**config.mk**
```make
export PLATFORM = sky130hd
export DESIGN_NAME = dtf_terminal_logic
export DESIGN_NICKNAME = d
export VERILOG_FILES = /design/src/design/dtf_pkg.sv /design/src/design/dtf_terminal_logic.sv
export VERILOG_INCLUDE_DIRS = /design/src /design/src/design
export SDC_FILE = /design/constraint.sdc
export NUM_CORES = 1
export LEC_CHECK = 0
export ABC_AREA = 1
export BUFFER_PORTS_ARGS = -buffer_cell sky130_fd_sc_hd__buf_4
export CAP_MARGIN = 20
export CORE_ASPECT_RATIO = 0.7
export CORE_MARGIN = 2
export CORE_UTILIZATION = 50
export CTS_CLUSTER_SIZE = 20
export DETAILED_ROUTE_END_ITERATION = 10
export PLACE_DENSITY = 0.87
export SYNTH_ARGS = -nofsm -noshare
export SYNTH_HDL_FRONTEND = slang
export SYNTH_SLANG_ARGS = --single-unit
```
**constraint.sdc**
```tcl
create_clock -name sys_clk -period 5.03 [get_ports sys_clk]
set_input_delay 0.2515 -clock sys_clk [delete_from_list [all_inputs] [get_ports sys_clk]]
set_output_delay 0.2515 -clock sys_clk [all_outputs]
set_load 0.005 [all_outputs]
```
**src/design/dtf_defs.svh**
```systemverilog
// Purpose: Constants for the drive terminal function logic
// Assumes: 100 MHz sys_clk
// Notes: Function codes, widths, timing counts
`ifndef DTF_DEFS_SVH
`define DTF_DEFS_SVH
`define DTF_NUM_IN 8
`define DTF_NUM_OUT 4
`define DTF_CODE_W 8
`define DTF_FREQ_W 16
`define DTF_STAT_W 50
// Input function codes
`define DTF_IN_UP 8'h0A
`define DTF_IN_DOWN 8'h0B
`define DTF_IN_UP2 8'h0C
`define DTF_IN_DOWN2 8'h0D
`define DTF_IN_RAMP_HOLD 8'h12
`define DTF_IN_COMM 8'h2D
`define DTF_IN_PID_DIS 8'h2E
`define DTF_IN_INT_RST 8'h2F
`define DTF_IN_INT_HOLD 8'h30
`define DTF_IN_SOFT_OFF 8'h31
`define DTF_IN_OFS1 8'h35
`define DTF_IN_OFS2 8'h36
`define DTF_IN_OFS3 8'h37
`define DTF_IN_PGM_EN 8'h3C
`define DTF_IN_AHOLD 8'h3D
`define DTF_IN_DCB 8'h41
`define DTF_IN_DRV_EN 8'h45
// Output selection codes
`define DTF_OUT_INV_BASE 8'h64
`define DTF_OUT_MAX 8'h95
`define DTF_OUT_RELAY1_RST 8'h00
`define DTF_OUT_OTHER_RST 8'h00
// Analog hold qualify time
`define DTF_AHOLD_MS 100
`define DTF_CLK_MHZ 100
`define DTF_AHOLD_CYC (`DTF_AHOLD_MS * 1000 * `DTF_CLK_MHZ)
`endif

```
**src/design/dtf_pkg.sv**
```systemverilog
// Purpose: Types for the drive terminal function logic
// Assumes: dtf_defs.svh constants
// Notes: Status vector and decoded function bundle
`include "dtf_defs.svh"
package dtf_pkg;
    typedef logic [`DTF_CODE_W-1:0] dtf_code_t;
    typedef logic [`DTF_FREQ_W-1:0] dtf_freq_t;
    // Drive status conditions, bit index equals output code 0..49
    typedef logic [`DTF_STAT_W-1:0] dtf_status_t;
    // Decoded input functions
    typedef struct packed {
        logic pid_disable;
        logic integral_reset;
        logic integral_hold;
        logic soft_start_bypass;
        logic [2:0] offset_sel;
        logic program_enable;
        logic analog_hold;
        logic dc_brake;
        logic drive_enable;
        logic drive_enable_assigned;
    } dtf_func_t;
    typedef enum logic [1:0] {
        DTF_RUN_IDLE,
        DTF_RUN_ACTIVE,
        DTF_RUN_WAIT_CYCLE
    } dtf_run_state_t;
endpackage

```
**src/design/dtf_terminal_logic.sv**
```systemverilog
// Purpose: Multi-function input decode and output selection for a motor drive
// Assumes: Terminal pins asynchronous; closed reads as 1; 100 MHz sys_clk
// Notes: Analog hold qualify count is a parameter so simulation can shorten it
// Functional notes
// - Code 46 closed disables PID control
// - Code 47 closed clears PID integral
// - Code 48 closed freezes PID integral
// - Code 49 closed bypasses PID ramp time
// - Codes 53-55 add offset frequencies one-three
// - Code 60 open rejects writes except monitor
// - Code 61 closed 100ms samples analog command
// - Power loss clears held command to zero
// - Analog hold conflicts raise setting conflict error
// - Code 65 brakes decel; Run/Jog releases
// - Code 69 open ignores Run, shows indication
// - Run held at enable needs re-cycle
// - Enable opening while running stops motor
// - Code 45 takes state from communications
// - Four outputs, codes 0-149, relay default 0
// - Codes 0-18 select listed status conditions
// - Codes 22-44 select listed status conditions
// - Code 0 closed while producing voltage
// - Code 11 closed while fault active
`timescale 1ns/1ns
`include "dtf_defs.svh"
module dtf_terminal_logic #(
    parameter int AHOLD_CYCLES = `DTF_AHOLD_CYC
) (
    input wire logic sys_clk,
    input wire logic reset,
    input wire logic clk_en,
    input wire logic [`DTF_NUM_IN-1:0] term_pin,
    input wire logic [`DTF_NUM_IN-1:0] comm_term,
    input wire logic [`DTF_NUM_IN*`DTF_CODE_W-1:0] in_func_select,
    input wire logic [`DTF_NUM_OUT*`DTF_CODE_W-1:0] out_func_select,
    input wire logic pid_enable_setting,
    input wire logic power_loss,
    input wire logic run_cmd,
    input wire logic jog_cmd,
    input wire logic decelerating,
    input wire logic drive_running,
    input wire logic param_write_req,
    input wire logic param_is_freq_monitor,
    input wire dtf_pkg::dtf_freq_t analog_input_first,
    input wire dtf_pkg::dtf_freq_t analog_input_second,
    input wire logic analog_sel_second,
    input wire dtf_pkg::dtf_freq_t offset_frequency_first,
    input wire dtf_pkg::dtf_freq_t offset_frequency_second,
    input wire dtf_pkg::dtf_freq_t offset_frequency_third,
    input wire dtf_pkg::dtf_freq_t freq_command_in,
    input wire dtf_pkg::dtf_status_t drive_status,
    output logic pid_active,
    output logic pid_integral_clear,
    output logic pid_integral_freeze,
    output logic pid_ramp_bypass,
    output dtf_pkg::dtf_freq_t freq_command_out,
    output logic param_write_accept,
    output logic analog_hold_active,
    output logic setting_conflict_error,
    output logic dc_brake_apply,
    output logic run_permit,
    output logic stop_request,
    output logic drive_not_enabled_indication,
    output logic [`DTF_NUM_OUT-1:0] out_terminal
);
    import dtf_pkg::*;

    localparam int CNT_W = $clog2(AHOLD_CYCLES + 1);
    localparam logic [CNT_W-1:0] AHOLD_LAST = CNT_W'(AHOLD_CYCLES - 1);

    logic [`DTF_NUM_IN-1:0] sync1_ff; // First stage, read only by sync2
    logic [`DTF_NUM_IN-1:0] sync2_ff; // Stable pin levels
    logic [`DTF_NUM_IN-1:0] term_state; // Pin or comm per terminal
    dtf_func_t func; // Decoded functions
    logic conflict_any; // Any hold-conflicting code assigned
    logic [CNT_W-1:0] ahold_cnt_ff; // Closed-time counter
    logic ahold_ff; // Hold latched
    dtf_freq_t held_freq_ff; // Sampled analog level
    dtf_freq_t nxt_freq; // Command before registering
    dtf_freq_t freq_ff;
    logic dcb_ff; // DC braking state
    dtf_run_state_t run_ff; // Run gating state
    logic stop_ff;
    logic [`DTF_NUM_OUT-1:0] out_ff;

    // Two-flop pin synchroniser
    always_ff @(posedge sys_clk or posedge reset) begin
        if (reset) begin
            sync1_ff <= '0;
            sync2_ff <= '0;
        end else if (clk_en) begin
            sync1_ff <= term_pin;
            sync2_ff <= sync1_ff;
        end
    end

    // Decode every terminal; any comm mode code moves all terminals to their comm state
    always_comb begin
        dtf_code_t code;
        code = '0;
        func = '0;
        conflict_any = 1'b0;
        term_state = sync2_ff;
        for (int i = 0; i < `DTF_NUM_IN; i++) begin
            code = in_func_select[i*`DTF_CODE_W +: `DTF_CODE_W];
            if (code == `DTF_IN_COMM) begin
                // A terminal that only chose comm mode would decode nothing, so the mode covers all
                term_state = comm_term;
            end
        end
        for (int i = 0; i < `DTF_NUM_IN; i++) begin
            code = in_func_select[i*`DTF_CODE_W +: `DTF_CODE_W];
            case (code)
                `DTF_IN_PID_DIS: func.pid_disable |= term_state[i];
                `DTF_IN_INT_RST: func.integral_reset |= term_state[i];
                `DTF_IN_INT_HOLD: func.integral_hold |= term_state[i];
                `DTF_IN_SOFT_OFF: func.soft_start_bypass |= term_state[i];
                `DTF_IN_OFS1: func.offset_sel[0] |= term_state[i];
                `DTF_IN_OFS2: func.offset_sel[1] |= term_state[i];
                `DTF_IN_OFS3: func.offset_sel[2] |= term_state[i];
                `DTF_IN_PGM_EN: func.program_enable |= term_state[i];
                `DTF_IN_AHOLD: func.analog_hold |= term_state[i];
                `DTF_IN_DCB: func.dc_brake |= term_state[i];
                `DTF_IN_DRV_EN: begin
                    func.drive_enable |= term_state[i];
                    func.drive_enable_assigned = 1'b1;
                end
                default: begin
                end
            endcase
            // Codes that cannot coexist with analog hold
            if (code == `DTF_IN_RAMP_HOLD || code == `DTF_IN_UP || code == `DTF_IN_DOWN ||
                code == `DTF_IN_UP2 || code == `DTF_IN_DOWN2 ||
                (code >= `DTF_IN_OFS1 && code <= `DTF_IN_OFS3)) begin
                conflict_any = 1'b1;
            end
        end
    end

    // Program lockout: no lockout terminal assigned means writes allowed
    logic pgm_assigned;
    always_comb begin
        pgm_assigned = 1'b0;
        for (int i = 0; i < `DTF_NUM_IN; i++) begin
            if (in_func_select[i*`DTF_CODE_W +: `DTF_CODE_W] == `DTF_IN_PGM_EN) begin
                pgm_assigned = 1'b1;
            end
        end
    end

    logic ahold_assigned;
    always_comb begin
        ahold_assigned = 1'b0;
        for (int i = 0; i < `DTF_NUM_IN; i++) begin
            if (in_func_select[i*`DTF_CODE_W +: `DTF_CODE_W] == `DTF_IN_AHOLD) begin
                ahold_assigned = 1'b1;
            end
        end
    end

    // PID control levels straight from decoded terminals
    assign pid_active = pid_enable_setting & ~func.pid_disable;
    assign pid_integral_clear = func.integral_reset;
    assign pid_integral_freeze = func.integral_hold;
    assign pid_ramp_bypass = func.soft_start_bypass;
    // Reads are never blocked; only writes are gated here
    assign param_write_accept = param_write_req &
        (~pgm_assigned | func.program_enable | param_is_freq_monitor);
    assign setting_conflict_error = ahold_assigned & conflict_any;
    assign analog_hold_active = ahold_ff;
    assign freq_command_out = freq_ff;
    assign dc_brake_apply = dcb_ff;
    assign stop_request = stop_ff;
    assign out_terminal = out_ff;
    // Indication only meaningful when an enable terminal is assigned
    assign drive_not_enabled_indication = func.drive_enable_assigned & ~func.drive_enable;
    assign run_permit = (run_ff == DTF_RUN_ACTIVE);

    // Analog hold: terminal must stay closed the full qualify time
    always_ff @(posedge sys_clk or posedge reset) begin
        if (reset) begin
            ahold_cnt_ff <= '0;
            ahold_ff <= 1'b0;
            held_freq_ff <= '0;
        end else if (clk_en) begin
            if (power_loss) begin
                ahold_cnt_ff <= '0;
                ahold_ff <= 1'b0;
                held_freq_ff <= '0;
            end else if (!func.analog_hold) begin
                ahold_cnt_ff <= '0;
                ahold_ff <= 1'b0;
            end else if (!ahold_ff) begin
                if (ahold_cnt_ff == AHOLD_LAST) begin
                    ahold_ff <= 1'b1;
                    held_freq_ff <= analog_sel_second ? analog_input_second : analog_input_first;
                end else begin
                    ahold_cnt_ff <= ahold_cnt_ff + 1'b1;
                end
            end
        end
    end

    // Frequency command: held level or live command, plus closed offsets
    always_comb begin
        nxt_freq = ahold_ff ? held_freq_ff : freq_command_in;
        if (func.offset_sel[0]) nxt_freq = nxt_freq + offset_frequency_first;
        if (func.offset_sel[1]) nxt_freq = nxt_freq + offset_frequency_second;
        if (func.offset_sel[2]) nxt_freq = nxt_freq + offset_frequency_third;
    end

    // Registered frequency command, zeroed on power loss
    always_ff @(posedge sys_clk or posedge reset) begin
        if (reset) begin
            freq_ff <= '0;
        end else if (clk_en) begin
            freq_ff <= power_loss ? '0 : nxt_freq;
        end
    end

    // DC braking: engages while decelerating, Run or Jog releases it
    always_ff @(posedge sys_clk or posedge reset) begin
        if (reset) begin
            dcb_ff <= 1'b0;
        end else if (clk_en) begin
            if (run_cmd || jog_cmd || !func.dc_brake) begin
                dcb_ff <= 1'b0;
            end else if (decelerating) begin
                dcb_ff <= 1'b1;
            end
        end
    end

    // Run gating; a Run already present at enable must be cycled first
    always_ff @(posedge sys_clk or posedge reset) begin
        if (reset) begin
            run_ff <= DTF_RUN_WAIT_CYCLE;
        end else if (clk_en) begin
            case (run_ff)
                DTF_RUN_IDLE: begin
                    if (!func.drive_enable_assigned || func.drive_enable) begin
                        run_ff <= run_cmd ? DTF_RUN_WAIT_CYCLE : DTF_RUN_ACTIVE;
                    end
                end
                DTF_RUN_ACTIVE: begin
                    if (func.drive_enable_assigned && !func.drive_enable) begin
                        run_ff <= DTF_RUN_IDLE;
                    end
                end
                DTF_RUN_WAIT_CYCLE: begin
                    if (func.drive_enable_assigned && !func.drive_enable) begin
                        run_ff <= DTF_RUN_IDLE;
                    end else if (!run_cmd) begin
                        run_ff <= DTF_RUN_ACTIVE;
                    end
                end
                default: run_ff <= DTF_RUN_IDLE;
            endcase
        end
    end

    // Stop request follows the stop method outside; asserted while disabled and running
    always_ff @(posedge sys_clk or posedge reset) begin
        if (reset) begin
            stop_ff <= 1'b0;
        end else if (clk_en) begin
            stop_ff <= drive_running & func.drive_enable_assigned & ~func.drive_enable;
        end
    end

    // Output selection, one instance per output terminal
    genvar g;
    generate
        for (g = 0; g < `DTF_NUM_OUT; g++) begin : g_out
            dtf_code_t sel;
            dtf_code_t base;
            logic inv;
            logic val;
            assign sel = out_func_select[g*`DTF_CODE_W +: `DTF_CODE_W];
            assign inv = (sel >= `DTF_OUT_INV_BASE) && (sel <= `DTF_OUT_MAX);
            assign base = inv ? dtf_code_t'(sel - `DTF_OUT_INV_BASE) : sel;
            // Status bit index equals code: 0 run, 11 fault, 36 enabled, etc.
            always_comb begin
                if (sel > `DTF_OUT_MAX || (!inv && base >= dtf_code_t'(`DTF_STAT_W))) begin
                    val = 1'b0;
                end else begin
                    val = drive_status[base[5:0]] ^ inv;
                end
            end
            always_ff @(posedge sys_clk or posedge reset) begin
                if (reset) begin
                    out_ff[g] <= 1'b0;
                end else if (clk_en) begin
                    out_ff[g] <= val;
                end
            end
        end
    endgenerate
endmodule

```
# ---- Word level (Yosys, flattened, before mapping)
# Index checks and enable logic that the tools add are counted.
dict set report classes {
  n_addsub 8
  magnitude_cmp 36
  n_eq_ne 145
  mux 162
  n_bitwise 92
  reduce_logical 79
}
# op n
set ops {}
lappend ops {{equality test 8 x 6 -> 1 bit, second input constant} 80}
lappend ops {{equality test 8 x 4 -> 1 bit, second input constant} 32}
lappend ops {{two-way mux 16 bit} 10}
lappend ops {{equality test 8 x 7 -> 1 bit, second input constant} 16}
lappend ops {{two-way mux 1 bit} 118}
lappend ops {{greater-or-equal comparator 8 x 6 -> 1 bit, second input constant} 12}
lappend ops {{two-way mux 24 bit} 4}
lappend ops {{two-way mux 8 bit} 12}
lappend ops {{bitwise OR 1 bit} 79}
lappend ops {{equality test 8 x 5 -> 1 bit, second input constant} 8}
lappend ops {{less-or-equal comparator 8 x 6 -> 1 bit, second input constant} 8}
lappend ops {{adder 16 bit} 3}
lappend ops {{logical OR 1 bit} 47}
lappend ops {{greater-or-equal comparator 8 x 7 -> 1 bit, second input constant} 4}
lappend ops {{greater-than comparator 8 bit, second input constant} 4}
lappend ops {{less-or-equal comparator 8 bit, second input constant} 4}
lappend ops {{subtractor 8 x 7 -> 8 bit, second input constant} 4}
lappend ops {{< comparator 6 x 7 -> 1 bit, second input constant} 4}
lappend ops {{two-way mux 2 bit} 13}
lappend ops {{adder 24 x 1 -> 24 bit, second input constant} 1}
lappend ops {{binary-select mux 1 bit (select 6 bit)} 4}
lappend ops {{equality test 24 bit, second input constant} 1}
lappend ops {{logical AND 1 bit} 17}
lappend ops {{!= test 3 bit, second input constant} 3}
lappend ops {{other kinds (14)} 34}
dict set report totals {
  reg_bits 81
  in_bits 270
}

# ---- Depth between registers and ports, before layout
dict set report depth {
  ltp_word 30
  depth_mapped 41
  ltp_nobuf 41
}

# ---- Least setup slack after synthesis
# No wires, ideal clock.
dict set report synth_timing {
  path_kind {flip-flop to flip-flop}
  start {register ahold_ff, in the netlist analog_hold_active}
  end {register freq_ff[15], in the netlist freq_command_out[15]}
  setup_time_ns 0.066
  t_arrival_ns 5.194
  slack_ns -0.229
  stages_incl_launch_ff 37
  path_buffers 2
  synth_period_minus_slack_ns 5.259
  cell_sequence {dfrtp_1 clkbuf_1 inv_1 clkbuf_1 nand2_1 nand2_1 ha_1 a21oi_1 nand2_1 a21boi_0 o21ai_0 a31oi_1 xor2_1 nand2_1 o21ai_2 inv_1 ha_1 a21o_1 a21oi_1 nand3_1 a21oi_1 o21bai_1 or2_2 nand3_1 nand2_1 ha_1 nand2_1 nor3_1 nand2_1 o21ai_0 xnor2_1 inv_1 nand2_1 inv_1 nand3_1 nand3_1 nand2_1}
}
dict set report synth_via {
  elab_chain_len 8
}
# item line_no
set synth_lines {}
lappend synth_lines {{start: declaration} dtf_terminal_logic.sv:77} ;# logic ahold_ff;
lappend synth_lines {{start signal: assignment} dtf_terminal_logic.sv:183} ;# ahold_ff <= 1'b0;
lappend synth_lines {{start signal: assignment} dtf_terminal_logic.sv:188} ;# ahold_ff <= 1'b0;
lappend synth_lines {{start signal: assignment} dtf_terminal_logic.sv:192} ;# ahold_ff <= 1'b0;
lappend synth_lines {{two-way mux 16 bit *} dtf_terminal_logic.sv:206} ;# nxt_freq = ahold_ff ? held_freq_ff : freq_command_in;
lappend synth_lines {{adder 16 bit} dtf_terminal_logic.sv:207} ;# if (func.offset_sel[0]) nxt_freq = nxt_freq + offset_frequency_first;
lappend synth_lines {{two-way mux 16 bit *} dtf_terminal_logic.sv:207}
lappend synth_lines {{adder 16 bit} dtf_terminal_logic.sv:208} ;# if (func.offset_sel[1]) nxt_freq = nxt_freq + offset_frequency_second;
lappend synth_lines {{two-way mux 16 bit *} dtf_terminal_logic.sv:208}
lappend synth_lines {{adder 16 bit} dtf_terminal_logic.sv:209} ;# if (func.offset_sel[2]) nxt_freq = nxt_freq + offset_frequency_third;
lappend synth_lines {{two-way mux 16 bit *} dtf_terminal_logic.sv:209}
lappend synth_lines {{two-way mux 16 bit *} dtf_terminal_logic.sv:217} ;# freq_ff <= power_loss ? '0 : nxt_freq;
lappend synth_lines {{end signal: assignment} dtf_terminal_logic.sv:217}
lappend synth_lines {{end: declaration} dtf_terminal_logic.sv:80} ;# dtf_freq_t freq_ff;
# Mark *: on every way between the ends. The rest lies on a longest branch, timed or not.
# A chain may end at the register's enable or synchronous reset.

# ---- Worst setup path after layout
dict set report layout_timing {
  start {register ahold_ff, in the netlist analog_hold_active}
  end {register freq_ff[14], in the netlist freq_command_out[14]}
}
# Same word-level chain as after synthesis.

==> metrics <==
largest net degree at the start of global routing=between 70 and 80; fin nets=~2.9k; final setup vio count=3; synth warn=0; Avg WL per Cell=20.0 um; Worst-Margin Slew=between 1 and 1.5 ns; VDD IR max=228 uV; Routed Antenna Nets=0; mapped cell area=12000 um2; Clock H-tree levels=3; Leakage=around 9 nW; clock transition at the registers of the reported paths=0.08 ns; Initial Util=0.509; Critical path destination=freq_command_out[14]; outcome=finished with violations; number of max-cap violations=0; Reg power frac=0.230; die area=approximately 25000 um2; CTS sink cnt=81; FMAX=~200 MHz; NetSw=~0.0014 W; initial antenna violation count=0; die width=around 190 um; starting DRC count in detailed routing=about 2.5k; Rows=47; Pins Over Slew Limit=0; Syn Area/Cell=slightly below 6 um2; post-synth top area share=0.172; failing checks=negative setup slack; Final period util=1.01; RSZ-0062 raised after global routing=yes; CP max stage delay=around 0.42 ns; GRT Util Overall=0.410; CP dominant cell by count=nand2_1; P&R area growth vs syn=44.7%; I/O Pins=301; number of global-route vias before repair=approximately 15k; Clk Latency, worst-skew pair=~0.37 ns; Critical Path Fanout Max=6; crit path from=analog_hold_active; power per cell area=187 nW/um2; final wirelength=roughly 58 mm; final setup margin=-0.0479 ns; worst reg2reg path endpoint=freq_command_out[14]; IO buf count=300; R2R depth=32; Int Power=approximately 0.0018 W; worst path arrival time=5.38 ns; cell taking the most area after synthesis=nand2_1; R2R Setup Slk=-0.05 ns; top post-synthesis cells by area=nand2_1, dfrtp_1, nand3_1, inv_1, nor2_1; Period minus WS final=approximately 5 ns; Logic pwr share=0.559; Yosys reg bits=just over 80; Final Util=0.737; Placeable Area=between 20000 and 25000 um2; TritonRoute pass-1 iters=9; number of CTS-inserted buffers=9; slowest stage cell, crit path=fa_2; Post-synth EDFFs=0; Die H=around 130 um; clock network power share=0.211; Hold Crit Class=in -> reg; Worst Clk Skew=0.0176 ns; Post-synth top flop=dfrtp_1; crit end category=flip-flop; Req. time, crit path=roughly 5.3 ns; Final GP Congestion=around 1.1; total power=between 0.003 and 0.004 W; ys async rst share=1.00; Fin. Hold Viols=0; Mapped Cells=~2.0k; Yosys cell types=between 50 and 60; DRC=0; layout cells sized above 1=0.309; global-route wire length before repair=around 81 mm; relative slew slack=0.281; Max Buffers Root-to-Sink=2; Vias=17.4k; CP Launch Type=flip-flop; Seq/Total Area, Yosys=0.169; grt ovf=0; ANT cells=0; Mapped Nets=2377; reg2reg start=analog_hold_active; CP Class=reg -> reg; CTS tree=built; Via density=6.00; hpwl dp=approximately 44 mm; Sw Share=0.432; root buf cell=clkbuf_16
how the worst min path moves through the flow:
stage                start         endpoint  slack [ns]  cells after the start
3_3_place_gp         reset  ahold_cnt_ff[4]        0.13                      2
4_1_cts        term_pin[4]      sync1_ff[4]        0.09                      3
5_1_grt        term_pin[4]      sync1_ff[4]        0.11                      3
3_5_place_dp         reset  ahold_cnt_ff[4]        0.13                      2
2_1_floorplan  term_pin[2]      sync1_ff[2]        0.36                      2
6_report       term_pin[4]      sync1_ff[4]         0.1                      3
power by group through the flow:
stage | Sequential (W) | Clock, W | Combinational [W]
after detailed placement | 0.000755 | 0 | 0.00155
final | 0.000748 | 0.000687 | 0.00182
after global routing | 0.000753 | 0.000708 | 0.00194
after global placement | 0.000753 | 0 | 0.00153
after CTS | 0.000744 | 0.000684 | 0.00158
after floorplan | 0.000748 | 0 | 0.000806
sequential cells by signal (all words and copies together) (netlist names):
register and flops:
analog_hold_active 1, sync1_ff 8, held_freq_ff 16, out_terminal 4, freq_command_out 16, run_ff 2
sync2_ff 8, ahold_cnt_ff 24, stop_request 1, dc_brake_apply 1
cell families (layout without fill, tap and decap cells):
group / count (synthesis) / count (layout) / share of synthesized area
mux: 2 / 2 / 0.00167
xor+xnor: 57 / 57 / 0.0416
fa+ha+maj: 60 / 60 / 0.0644
compound gates: 408 / 408 / 0.207
flops: 81 / 81 / 0.169
buf+inv: 322 / 850 / 0.106
simple gates: 1117 / 1118 / 0.411
Yosys cell counts, types with 5 or more instances:
| cell type | count |
|---|---|
| a21oi_1 | 135 |
| a221oi_1 | 49 |
| buf_1 | 6 |
| buf_2 | 5 |
| buf_6 | 5 |
| clkbuf_1 | 32 |
| dfrtp_1 | 80 |
| ha_1 | 57 |
| inv_1 | 251 |
| inv_2 | 16 |
| nand2_1 | 549 |
| nand2_2 | 27 |
| nand2_4 | 12 |
| nand3_1 | 198 |
| nand3b_1 | 8 |
| nand4_1 | 48 |
| nor2_1 | 203 |
| nor2_2 | 8 |
| nor3_1 | 28 |
| nor4_1 | 16 |
| o21ai_0 | 122 |
| o21ai_1 | 24 |
| o21ai_2 | 24 |
| o22ai_1 | 6 |
| o311ai_0 | 6 |
| o31ai_1 | 6 |
| or2_2 | 12 |
| xnor2_1 | 21 |
| xor2_1 | 36 |
timing repair:
action / 4_1_cts / 5_1_grt
setup buffers: 0 / 15
pin swaps: 3 / 49
endpoints found under the setup margin: 7 / 9
gates resized for setup: 24 / 118
hold buffers: 1 / 0
hold endpoints to repair: 4 / 0
cloned: 0 / 2
metal layers:
layer | share of wire | global-route usage | routed length, um
met5 | 0.0012 | 0.0365 | 69
met4 | 0.039 | 0.0831 | 2260
met3 | 0.15 | 0.142 | 8560
met2 | 0.40 | 0.573 | 22900
met1 | 0.42 | 0.601 | 24100
worst max-delay path: cells and delay by family (launching register included):
kind	cells	cell delay, ns
DFF	1	0.40
xor gates and xnor gates	3	0.49
and+or+nand+nor	12	1.16
AOI/OAI and AO/OA	7	1.02
muxes	1	0.21
adders and majority gates	3	0.96
buffers and inverters	6	0.77
final cells by class:
cell class	count	area, um2
repair buffers	562	4250
multi-input cells	1645	9390
fillers	1870	6200
clock inverters	7	60.1
clock buffers	9	225
well taps	318	398
inverters	272	1030
flip-flops and latches	81	2030
layout by cell type (no fill, tap or decap), drive strengths merged, types with 36 or more instances in the layout:
cell type	n
xor2	36
a21oi	135
a221oi	49
nor2	215
nand2	589
o21ai	170
dfrtp	80
ha	57
nand4	48
buf	561
nand3	200
inv	272
per-stage QoR:
stage                     area [um2]  instances  worst slack [ns]  setup TNS [ns]  hold slack (ns)
after floorplan                12000       2047            0.0183               0            0.364
after global placement         16200       2858            -0.209          -0.435            0.127
after detailed placement       16200       2858            -0.322           -1.28            0.128
after CTS                      16600       2875           0.00178               0           0.0888
after global routing           17400       2894            -0.288           -1.22            0.109
final                          17400       2894           -0.0479          -0.102           0.0968
Power figures use the tool's default switching activity.
